[config.mk]
export PLATFORM = sky130hd
export DESIGN_NAME = event_combiner
export DESIGN_NICKNAME = d
export VERILOG_FILES = /design/src/hdl/event_pkg.sv /design/src/hdl/event_combiner.sv /design/src/hdl/event_detector.sv
export SDC_FILE = /design/constraint.sdc
export NUM_CORES = 2
export LEC_CHECK = 0
export BUFFER_PORTS_ARGS = -buffer_cell sky130_fd_sc_hd__clkbuf_2
export CORE_AREA = 4 4 453 455
export DETAILED_ROUTE_END_ITERATION = 12
export DIE_AREA = 0 0 457 459
export GPL_TIMING_DRIVEN = 0
export SLEW_MARGIN = 20
export SYNTH_ARGS = -nofsm -noshare
export SYNTH_HDL_FRONTEND = slang
export SYNTH_SLANG_ARGS = --single-unit
[constraint.sdc]
create_clock -name clk -period 7.1 [get_ports clk]
set_input_delay 0.355 -clock clk [delete_from_list [all_inputs] [get_ports clk]]
set_output_delay 0.355 -clock clk [all_outputs]
set_load 0.02 [all_outputs]
[src/hdl/event_pkg.sv]
// shared types and constants for the debug event detect and combine logic
package event_pkg;

    localparam int addr_w = 24;        // processor address width
    localparam int n_events = 16;      // detectors available at once
    localparam int evt_idx_w = 4;      // width of an event index
    localparam int seq_steps = 6;      // forward steps of the sequencer
    localparam int st_paths = 9;       // transition paths of the state mode
    localparam int delay_w = 16;       // break delay counter width, 0..65535
    localparam logic [delay_w-1:0] delay_reset = 16'h0000;   // default break delay
    localparam logic [addr_w-1:0] addr_reset = 24'h000000;   // pc tracker after reset
    localparam logic [2:0] step_reset = 3'h0;                // sequencer start
    localparam logic [1:0] st_state_reset = 2'h0;            // state machine start state
    localparam logic [1:0] st_state_max = 2'h2;              // three states: 0, 1, 2

    // kind of occurrence a detector watches
    typedef enum logic [1:0] {
        kind_fetch = 2'b00,
        kind_data = 2'b01,
        kind_irq = 2'b10,
        kind_trig = 2'b11
    } event_kind_e;

    // combination applied over the enabled events
    typedef enum logic [2:0] {
        mode_off = 3'b000,
        mode_or = 3'b001,
        mode_and_acc = 3'b010,
        mode_and_sim = 3'b011,
        mode_sub = 3'b100,
        mode_seq = 3'b101,
        mode_state = 3'b110
    } comb_mode_e;

    // per detector configuration
    typedef struct packed {
        logic enable;                 // detector in use
        event_kind_e kind;            // what it watches
        logic [addr_w-1:0] addr_lo;   // single address, or range low end
        logic [addr_w-1:0] addr_hi;   // range high end, inclusive
        logic range_en;               // data access compares a range
        logic on_read;                // data access qualifier: reads count
        logic on_write;               // data access qualifier: writes count
        logic on_irq_entry;           // interrupt servicing start counts
        logic on_irq_exit;            // interrupt return counts
        logic trig_level;             // trigger state that fires
    } event_cfg_s;

    // processor side activity, all on clk
    typedef struct packed {
        logic exec_valid;             // an instruction is executed this cycle
        logic [addr_w-1:0] exec_addr; // address of the executed instruction
        logic bus_valid;              // data bus access this cycle
        logic bus_write;              // access is a write
        logic [addr_w-1:0] bus_addr;  // data access address
        logic irq_entry;              // interrupt servicing begins
        logic irq_exit;               // return from interrupt servicing
    } cpu_activity_s;

    // one transition path of the state mode
    typedef struct packed {
        logic valid;
        logic [1:0] from_state;
        logic [1:0] to_state;
        logic [evt_idx_w-1:0] evt;
    } st_path_s;

    // combination configuration
    typedef struct packed {
        comb_mode_e mode;
        logic [evt_idx_w-1:0] sub_evt;          // designated event for subroutine mode
        logic [addr_w-1:0] sub_lo;              // subroutine range low
        logic [addr_w-1:0] sub_hi;              // subroutine range high
        logic [2:0] seq_len;                    // steps in use, 1..6
        logic [seq_steps-1:0][evt_idx_w-1:0] seq_evt;
        logic seq_rst_en;                       // sequencer reset point in use
        logic [evt_idx_w-1:0] seq_rst_evt;
        st_path_s [st_paths-1:0] paths;
        logic st_rst_en;                        // state mode reset point in use
        logic [evt_idx_w-1:0] st_rst_evt;
        logic [1:0] st_accept;                  // state whose entry meets the condition
        logic [delay_w-1:0] break_delay;        // bus cycles from condition to break
    } comb_cfg_s;

endpackage : event_pkg
[src/hdl/event_combiner.sv]
// sixteen event detectors, condition combiner and delayed break request
//
// Functional notes
// - sixteen detectors, any kind, all active together
// - fetch event fires on executed address match
// - queue prefetches never qualify a fetch event
// - data access on address/range plus qualifier
// - interrupt entry and exit both detectable
// - trigger fires once when input enters configured state
// - exactly one combination mode selected
// - or: any enabled event fires
// - accumulated and: all enabled seen, any order
// - simultaneous and: all enabled in one cycle
// - subroutine: designated event inside address range
// - sequential: events fire in configured order
// - state mode: event driven configurable transitions
// - sequencer: six forward steps plus reset point
// - three states, nine paths, plus reset point
// - break after 0..65535 cycle delay, default zero
module event_combiner #(
    parameter int n_evt = event_pkg::n_events
) (
    input wire logic clk,
    input wire logic rst,
    input wire event_pkg::cpu_activity_s cpu,
    input wire logic trig_pin,
    input wire event_pkg::event_cfg_s [n_evt-1:0] ev_cfg,
    input wire event_pkg::comb_cfg_s comb_cfg,
    input wire logic cfg_load,
    output logic [n_evt-1:0] event_hit,
    output logic cond,
    output logic break_req,
    output logic break_pending,
    output logic [2:0] seq_step,
    output logic [1:0] st_state
);

    // all combiner state
    typedef struct packed {
        logic trig_s1;                              // synchroniser first stage
        logic trig_s2;                              // synchroniser second stage
        logic [n_evt-1:0] acc;                      // accumulated and memory
        logic [2:0] step;                           // sequencer position
        logic [1:0] state;                          // state mode position
        logic [event_pkg::addr_w-1:0] pc;           // last executed address
        logic cond;                                 // combined condition pulse
        logic busy;                                 // break delay running
        logic [event_pkg::delay_w-1:0] cnt;         // break delay countdown
        logic brk;                                  // break request pulse
    } comb_state_s;

    comb_state_s st;
    comb_state_s next_st;
    logic [n_evt-1:0] hit;       // detector pulses
    logic [n_evt-1:0] en;        // enabled detectors
    logic [n_evt-1:0] en_hit;    // pulses of enabled detectors only
    logic [n_evt-1:0] acc_all;   // accumulated plus this cycle
    logic any_en;                // at least one detector in use
    logic in_sub;                // execution inside subroutine range
    logic seq_adv;               // current step's event fired
    logic seq_rst;               // sequencer reset point fired
    logic st_rst;                // state reset point fired
    logic st_take;               // a path fires this cycle
    logic [1:0] st_to;           // destination of the firing path
    logic c;                     // condition this cycle

    // one detector per slot, each free to watch any kind
    for (genvar i = 0; i < n_evt; i++) begin : g_det
        event_detector u_det (
            .clk(clk),
            .rst(rst),
            .clear(cfg_load),
            .cfg(ev_cfg[i]),
            .cpu(cpu),
            .trig(st.trig_s2),
            .match(hit[i])
        );
        assign en[i] = ev_cfg[i].enable;
    end

    // combination, progress tracking and break delay
    always_comb begin
        next_st = st;
        en_hit = hit & en;
        any_en = |en;
        acc_all = st.acc | en_hit;
        in_sub = (st.pc >= comb_cfg.sub_lo) && (st.pc <= comb_cfg.sub_hi);
        seq_adv = 1'b0;
        seq_rst = comb_cfg.seq_rst_en && hit[comb_cfg.seq_rst_evt];
        st_rst = comb_cfg.st_rst_en && hit[comb_cfg.st_rst_evt];
        st_take = 1'b0;
        st_to = st.state;
        c = 1'b0;

        // trigger pin crosses in through two flops
        next_st.trig_s1 = trig_pin;
        next_st.trig_s2 = st.trig_s1;

        // track the executing address for the subroutine range
        if (cpu.exec_valid) begin
            next_st.pc = cpu.exec_addr;
        end

        // lowest numbered matching path wins when several fire together
        for (int p = event_pkg::st_paths - 1; p >= 0; p--) begin
            if (comb_cfg.paths[p].valid && (comb_cfg.paths[p].from_state == st.state) &&
                hit[comb_cfg.paths[p].evt] && (comb_cfg.paths[p].to_state <= event_pkg::st_state_max)) begin
                st_take = 1'b1;
                st_to = comb_cfg.paths[p].to_state;
            end
        end

        // a single selected mode drives the condition
        case (comb_cfg.mode)
            event_pkg::mode_or: begin
                c = |en_hit;
            end
            event_pkg::mode_and_acc: begin
                // rearm after meeting so the condition pulses once per round
                if (any_en && ((acc_all & en) == en)) begin
                    c = 1'b1;
                    next_st.acc = '0;
                end else begin
                    next_st.acc = acc_all;
                end
            end
            event_pkg::mode_and_sim: begin
                c = any_en && (en_hit == en);
            end
            event_pkg::mode_sub: begin
                c = hit[comb_cfg.sub_evt] && in_sub;
            end
            event_pkg::mode_seq: begin
                if (comb_cfg.seq_len != 3'h0 && st.step < 3'(event_pkg::seq_steps)) begin
                    seq_adv = hit[comb_cfg.seq_evt[st.step]];
                end
                // reset point outranks a step taken in the same cycle
                if (seq_rst) begin
                    next_st.step = event_pkg::step_reset;
                end else if (seq_adv) begin
                    if (st.step + 3'h1 >= comb_cfg.seq_len) begin
                        c = 1'b1;
                        next_st.step = event_pkg::step_reset;
                    end else begin
                        next_st.step = st.step + 3'h1;
                    end
                end
            end
            event_pkg::mode_state: begin
                if (st_rst) begin
                    next_st.state = event_pkg::st_state_reset;
                end else if (st_take) begin
                    next_st.state = st_to;
                    c = (st_to == comb_cfg.st_accept);
                end
            end
            default: begin
                c = 1'b0;
            end
        endcase

        // rewriting the configuration restarts all progress
        if (cfg_load) begin
            next_st.acc = '0;
            next_st.step = event_pkg::step_reset;
            next_st.state = event_pkg::st_state_reset;
            c = 1'b0;
        end
        next_st.cond = c;

        // delay from the registered condition to the break request;
        // a condition met while a delay runs does not restart it
        next_st.brk = 1'b0;
        if (st.busy) begin
            if (st.cnt == 16'h0001) begin
                next_st.busy = 1'b0;
                next_st.brk = 1'b1;
            end
            next_st.cnt = st.cnt - 16'h0001;
        end else if (st.cond) begin
            if (comb_cfg.break_delay == event_pkg::delay_reset) begin
                next_st.brk = 1'b1;
            end else begin
                next_st.busy = 1'b1;
                next_st.cnt = comb_cfg.break_delay;
            end
        end
        if (cfg_load) begin
            next_st.busy = 1'b0;
            next_st.cnt = event_pkg::delay_reset;
        end
    end

    // state register
    always_ff @(posedge clk or posedge rst) begin
        if (rst) begin
            st.trig_s1 <= 1'b0;
            st.trig_s2 <= 1'b0;
            st.acc <= '0;
            st.step <= event_pkg::step_reset;
            st.state <= event_pkg::st_state_reset;
            st.pc <= event_pkg::addr_reset;
            st.cond <= 1'b0;
            st.busy <= 1'b0;
            st.cnt <= event_pkg::delay_reset;
            st.brk <= 1'b0;
        end else begin
            st <= next_st;
        end
    end

    assign event_hit = hit;
    assign cond = st.cond;
    assign break_req = st.brk;
    assign break_pending = st.busy;
    assign seq_step = st.step;
    assign st_state = st.state;

endmodule : event_combiner

[src/hdl/event_detector.sv]
// one event detector producing a registered one-clock match pulse
module event_detector (
    input wire logic clk,
    input wire logic rst,
    input wire logic clear,
    input wire event_pkg::event_cfg_s cfg,
    input wire event_pkg::cpu_activity_s cpu,
    input wire logic trig,
    output logic match
);

    // all detector state
    typedef struct packed {
        logic match;       // registered hit pulse
        logic trig_prev;   // trigger matched last cycle
    } det_state_s;

    det_state_s st;
    det_state_s next_st;
    logic trig_eq;         // trigger at configured state
    logic addr_hit;        // data address compare

    // combinational match per kind
    always_comb begin
        next_st = st;
        trig_eq = (trig == cfg.trig_level);
        if (cfg.range_en) begin
            addr_hit = (cpu.bus_addr >= cfg.addr_lo) && (cpu.bus_addr <= cfg.addr_hi);
        end else begin
            addr_hit = (cpu.bus_addr == cfg.addr_lo);
        end
        next_st.trig_prev = trig_eq;
        next_st.match = 1'b0;
        if (cfg.enable && !clear) begin
            case (cfg.kind)
                event_pkg::kind_fetch: begin
                    // exec strobe only; queue prefetches never reach this port
                    next_st.match = cpu.exec_valid && (cpu.exec_addr == cfg.addr_lo);
                end
                event_pkg::kind_data: begin
                    next_st.match = cpu.bus_valid && addr_hit &&
                        ((cpu.bus_write && cfg.on_write) || (!cpu.bus_write && cfg.on_read));
                end
                event_pkg::kind_irq: begin
                    next_st.match = (cpu.irq_entry && cfg.on_irq_entry) ||
                        (cpu.irq_exit && cfg.on_irq_exit);
                end
                event_pkg::kind_trig: begin
                    // fire on entering the state, so a held level gives one pulse
                    next_st.match = trig_eq && !st.trig_prev;
                end
                default: begin
                    next_st.match = 1'b0;
                end
            endcase
        end
    end

    // state register
    always_ff @(posedge clk or posedge rst) begin
        if (rst) begin
            st <= '0;
        end else begin
            st <= next_st;
        end
    end

    assign match = st.match;

endmodule : event_detector

* Yosys cells after proc, flatten, opt, wreduce, memory -nomap -nowiden
Index checks and enable logic that the tools add are counted.
** Cells by class
- $add $sub $neg :: 2
- Order comparisons :: 59
- Equal/unequal tests :: 116
- Multiplexer cells :: 121
- Bitwise operators :: 3
- Reductions and logical operators :: 273
** Operator list (count)
- 24-bit == test :: 32
- 24-bit >= comparator :: 17
- 24-bit less-or-equal comparator :: 17
- 1-bit logical AND :: 194
- 1-bit 2-to-1 mux :: 66
- 4-bit by 5-bit less-than comparator with 1-bit output (second input constant) :: 13
- 2-bit == test (second input constant) :: 32
- 1-bit case mux with 4 select lines :: 16
- 1-bit binary-select mux with 4-bit select :: 13
- 18-bit 2-to-1 mux :: 2
- 17-bit 2-to-1 mux :: 2
- 16-bit bitwise AND :: 2
- 16-bit == test :: 2
- 2-bit by 1-bit == test with 1-bit output (second input constant) :: 16
- 2-bit logical NOT :: 16
- 1-bit logical OR :: 32
- 16-bit 2-to-1 mux :: 2
- 16-bit OR reduction :: 2
- 2-bit 2-to-1 mux :: 12
- 21-bit 2-to-1 mux :: 1
- 2-bit == test :: 10
- 2-bit less-or-equal comparator (second input constant) :: 9
- 1-bit logical NOT :: 18
- 1-bit == test :: 16
- 19 further kinds :: 32
** Storage, ports and cells
- Flip-flop bits (word level) :: 98
- Input bits :: 1160
- Output and inout port bits :: 24
- Logic and storage cells :: 616

* Logic depth before layout (Yosys ltp)
- Depth after elaboration :: 18
- Gate-level depth with buffers :: 11
- Mapped depth without buffers :: 11

* By module
From an unflattened synthesis, not the netlist that was laid out.
** Second synthesis, totals
- Cell total of the unflattened synthesis :: 4282
- Area, all modules :: 33065.5 µm²
** By module, submodules not included
- event_detector :: instances 16, cells an instance 221, area each 1621.6 µm², sequential area each 50.0 µm²
- event_combiner :: instances 1, cells an instance 746, area each 7120.6 µm², sequential area each 1651.6 µm²

* Worst setup path before layout
OpenSTA, ideal clock, no wires.
- Kind :: flip-flop to flip-flop
- From :: reg st, in the netlist seq_step[0]
- To :: reg st, in the netlist seq_step[2]
- Library setup time :: 0.064 ns
- Data arrival time :: 2.785 ns
- Data required time :: 7.036 ns
- Setup slack :: 4.251 ns
- Cell stages (with the launch flop) :: 10
- Path buffers :: 1
- Period minus slack after synthesis :: 2.849 ns
- Cells stage by stage :: dfrtp_1 -> buf_6 -> mux4_1 -> a22oi_1 -> mux2i_1 -> mux2i_1 -> mux2_4 -> or4_4 -> nor3b_2 -> a21o_1
** On the way
- Cells in the longest elaborated chain, start to end :: 8
- Elaborated cells between the ends (all ways) :: 17
- Classes of those cells :: add/sub: 1; order compare: 2; mux: 11; reduce/logical: 3
** RTL lines
- start, declared :: RTL line event_combiner.sv:52 : comb_state_s st;
- start signal, assigned :: RTL line event_combiner.sv:208 : st <= next_st;
- 4-bit binary-select mux with 3-bit select :: RTL line event_combiner.sv:135 : seq_adv = hit[comb_cfg.seq_evt[st.step]];
- 4-bit 2-to-1 mux (implied by the code) :: RTL line event_combiner.sv:135
- 1-bit binary-select mux with 4-bit select :: RTL line event_combiner.sv:135
- 1-bit 2-to-1 mux (implied by the code) :: RTL line event_combiner.sv:135
- 1-bit 2-to-1 mux :: RTL line event_combiner.sv:134 : if (comb_cfg.seq_len != 3'h0 && st.step < 3'(event_pkg::seq_steps)) begin
- 1-bit 2-to-1 mux :: RTL line event_combiner.sv:114 : case (comb_cfg.mode)
- 3-bit nonzero test (no source line)
- 2-bit AND reduction (no source line)
Several ways; a longest one is shown, not always the timed one. The select of a mux whose other input is x is not followed.
A chain may end at the register's enable or synchronous reset.

==> results.md <==
- Outcome: finished, final reports clean
- Worst Hold Class: in -> reg
- Ys flop type: dfrtp_1
- Lkg Pwr: 24.30 nW
- Root Buffer Master: clkbuf_16
- TritonCTS Sinks: 98
- Critical Path Start Type: primary input
- GR Util met3: 7.417%
- Post-cts resize count: 0
- Sw power: 2.057 mW
- GR Util met1: 26.98%
- Post-CTS setup buffers: 0
- Sw frac: 51.61%
- DIE AREA: 209800 um^2
- All-layer global routing usage: 23.23%
- Largest area contributor in the netlist: ha_1
- GRT busiest layer: met2
- Share of layout cells above drive strength 1: 26.93%
- Ports: 1184
- Cell breakdown of the critical path: clkbuf_4 -> buf_16 -> ha_1 -> nand4_1 -> or2_2 -> nor4_1 -> nand2_1 -> o31ai_2 -> o221ai_1 -> a21oi_1
- Post-synthesis cell area: 32950 um^2
- RSZ-0062 raised after global routing: false
- Max_slew headroom: 10.76%
- Reg clk slew, reported paths: 0.10 ns
- CTS tree: yes
- DR vias: 39650
- Drt pass-1 iters: 6
- Initial DRC Count: 3854
- Ys async rst share: 100.0%
- Slew Viols, Final: 0
- Yosys reg bits: 98
- CP Class: in -> reg
- # setup viols final: 0
- Initial antenna violation count: 73
- TNS Setup: 0 ns
- Hold buffer count at CTS: 6
- Core ar.: 201300 um^2
- Syn avg cell area: 7.918 um^2
- M2 GR Usage: 36.50%
- Syn Nets: 6143
- Antenna Nets Post-Route: 0
- Worst-path cell with the longest stage delay: o31ai_2
- Power Density: 90.27 nW/um^2
- Crit path max fanout: 21
- Post-Synthesis Cells: 4161
- Final min period: 4.374 ns
- Grt ovf: 0
- Crit path DAT: 4.73 ns
- CP Data Required Time: 7.46 ns
- Die X: 457 um
- Max incr delay on CP: 0.68 ns
- WL/cell: 31.44 um
- Max_cap viols: 0
- Worst-Margin Slew: 1.325 ns
- Vias in the first global route: 39560
- Final hold violations: 0
- # rows: 165
- Residual DRC: 0
- Placer Congestion: 0.9863
- Top-area cell type share of the netlist area: 31.22%
- Initial Util: 16.37%
- Die height: 459 um
- # H-tree levels: 3
- Inserted Clock Buffers: 9
- EDFF count, synth: 0
- Overall Power: 3.986 mW
- Area Overhead vs Synth: 34.05%
- Comb pwr share: 68.5%
- Crit end category: flop
- Top delay family on crit path: simple AND/OR/NAND/NOR gates
- Flop pwr share: 15.9%
- Final period utilization: 61.60%
- Hpwl dp: 222400 um
- Distinct cells, synth: 77
- Via-to-Cell Ratio: 4.883
- Clock Tree Buf Depth: 2
- CP Buf/Inv Count: 2
- Largest net degree at the start of global routing: 61
- Clk_lat worst skew: 0.50 ns
- First-pass GRT wire length: 333000 um
- Int Pwr: 1.929 mW
- Sequential area share after synthesis: 7.444%
- YS warnings: 0
- Clock skew: 0.06577 ns
- Max Clk Rate: 0.2286 GHz
- I/O Buffers: 1156
- Top cells by area, synth: ha_1 31%, inv_1 9.3%, dfrtp_1 7.4%
- Final wirelength: 255200 um
- Clock power frac: 15.6%
- NumNets Final: 7387
- Max IR drop VDD: 0.0001298 V
## layout make-up
cell class | count | area [um^2]
Sequential cell | 98 | 2452
Buffer | 111 | 579.3
Timing Repair Buffer | 1233 | 7226
Clock inverter | 7 | 81.33
Tap cell | 2672 | 3343
Clock buffer | 9 | 225.2
Fill cell | 22480 | 157100
Inverter | 814 | 3065
Antenna cell | 37 | 92.59
Multi-Input combinational cell | 3138 | 27100
## state kept, by name, summed over array words and instances (netlist names)
name	count
break_pending	1
break_req	1
cond	1
g_det.u_det.match	16
g_det.u_det.st	16
next_st	1
seq_step	3
st	57
st_state	2
## cell usage after synthesis, types with 6 or more instances
master and count:
a22oi_1 14, nand3_1 74, nor4_1 99, a2111oi_0 16
a22o_1 7, mux2i_1 33, and3_1 16, o21a_1 46
xor2_1 243, a21o_1 245, nand4_1 220, buf_4 21
nor2b_1 75, o21ai_0 130, a21oi_1 222, o311a_1 15
ha_1 822, o2111ai_1 7, nand2_1 96, mux2_2 35
o211ai_1 25, clkbuf_1 84, mux4_2 55, o311ai_0 6
nor3_1 63, o31ai_1 11, a221oi_1 20, o22ai_1 16
nand4b_1 11, a21boi_0 7, a31oi_1 23, dfrtp_1 98
o221ai_1 11, nand2b_1 60, nor2_1 113, xnor2_1 182
a211oi_1 40, inv_1 813, nand3b_1 14, o221a_2 6
## stage by stage
stage                     area [um^2]  utilization, %  setup slack (ns)  hold slack, ns  instances
after floorplan                 32950               -             4.183          0.3312       4161
after global routing            44140           21.93             2.597         0.07033       8108
final                           44160           21.94             2.726          0.1098       8119
after global placement          42070           20.90            -3.824          0.3364       7989
after CTS                       44060           21.89             2.685         0.01485       8082
after detailed placement        43700           21.71             2.172          0.3389       8060
## cell families (layout without fill, tap and decap cells)
kind of cell	count (synthesis)	after routing	share of synthesized area, %
AND/OR/NAND/NOR	864	864	14.55
adder cells (fa/ha/maj)	822	822	31.22
buffers and inverters	925	2174	10.81
XOR/XNOR	425	425	11.30
multiplexers	129	129	6.403
AO/OA/AOI/OAI	898	898	18.28
other	0	37	0
flip-flops	98	98	7.444
## cells in the final DEF, fill, tap and decap left out, drive strengths merged, types with 60 or more instances in the layout
cell | Yosys | layout
a21o | 246 | 246
buf | 27 | 98
nor3 | 63 | 63
xnor2 | 182 | 182
nor2 | 113 | 113
nand4 | 220 | 220
dfrtp | 98 | 98
nor2b | 75 | 75
nor4 | 99 | 99
a21oi | 222 | 222
clkbuf | 84 | 1249
nand2b | 60 | 60
nand3 | 74 | 74
ha | 822 | 822
xor2 | 243 | 243
nand2 | 96 | 96
inv | 813 | 815
mux4 | 60 | 60
o21ai | 130 | 130
## power by group through the flow
stage | logic [mW] | registers, mW | clock network (mW)
after floorplan | 1.29 | 0.620 | 0
after global placement | 2.54 | 0.642 | 0
after detailed placement | 2.69 | 0.642 | 0
after CTS | 2.70 | 0.631 | 0.686
after global routing | 2.95 | 0.635 | 0.684
final | 2.73 | 0.632 | 0.622
## layer usage
metal | part of all wire [%] | up-vias
met1 | 38 | 18880
met4 | 7.8 | 32
met5 | 0.083 | -
li1 | - | 17390
met3 | 10 | 658
met2 | 44 | 2687
## path summary, 6_finish.rpt
path	start	end	slack [ns]	cells after the start
setup / recovery	cpu[19]	g_det[12].u_det.match$_DFF_PP0_	2.73	10
hold / removal	ev_cfg[285]	g_det[5].u_det.st[0]$_DFF_PP0_	0.11	2
setup reg to reg	g_det[13].u_det.match$_DFF_PP0_	st_state[1]$_DFFE_PP0P_	3.44	10
hold reg to reg	next_st[64]$_DFF_PP0_	st[64]$_DFF_PP0_	0.36	0
max in group asynchronous	rst	g_det[9].u_det.st[0]$_DFF_PP0_	5.83	4
min in group asynchronous	rst	st[29]$_DFFE_PP0P_	0.42	3
(Power assumes the default switching activity.)
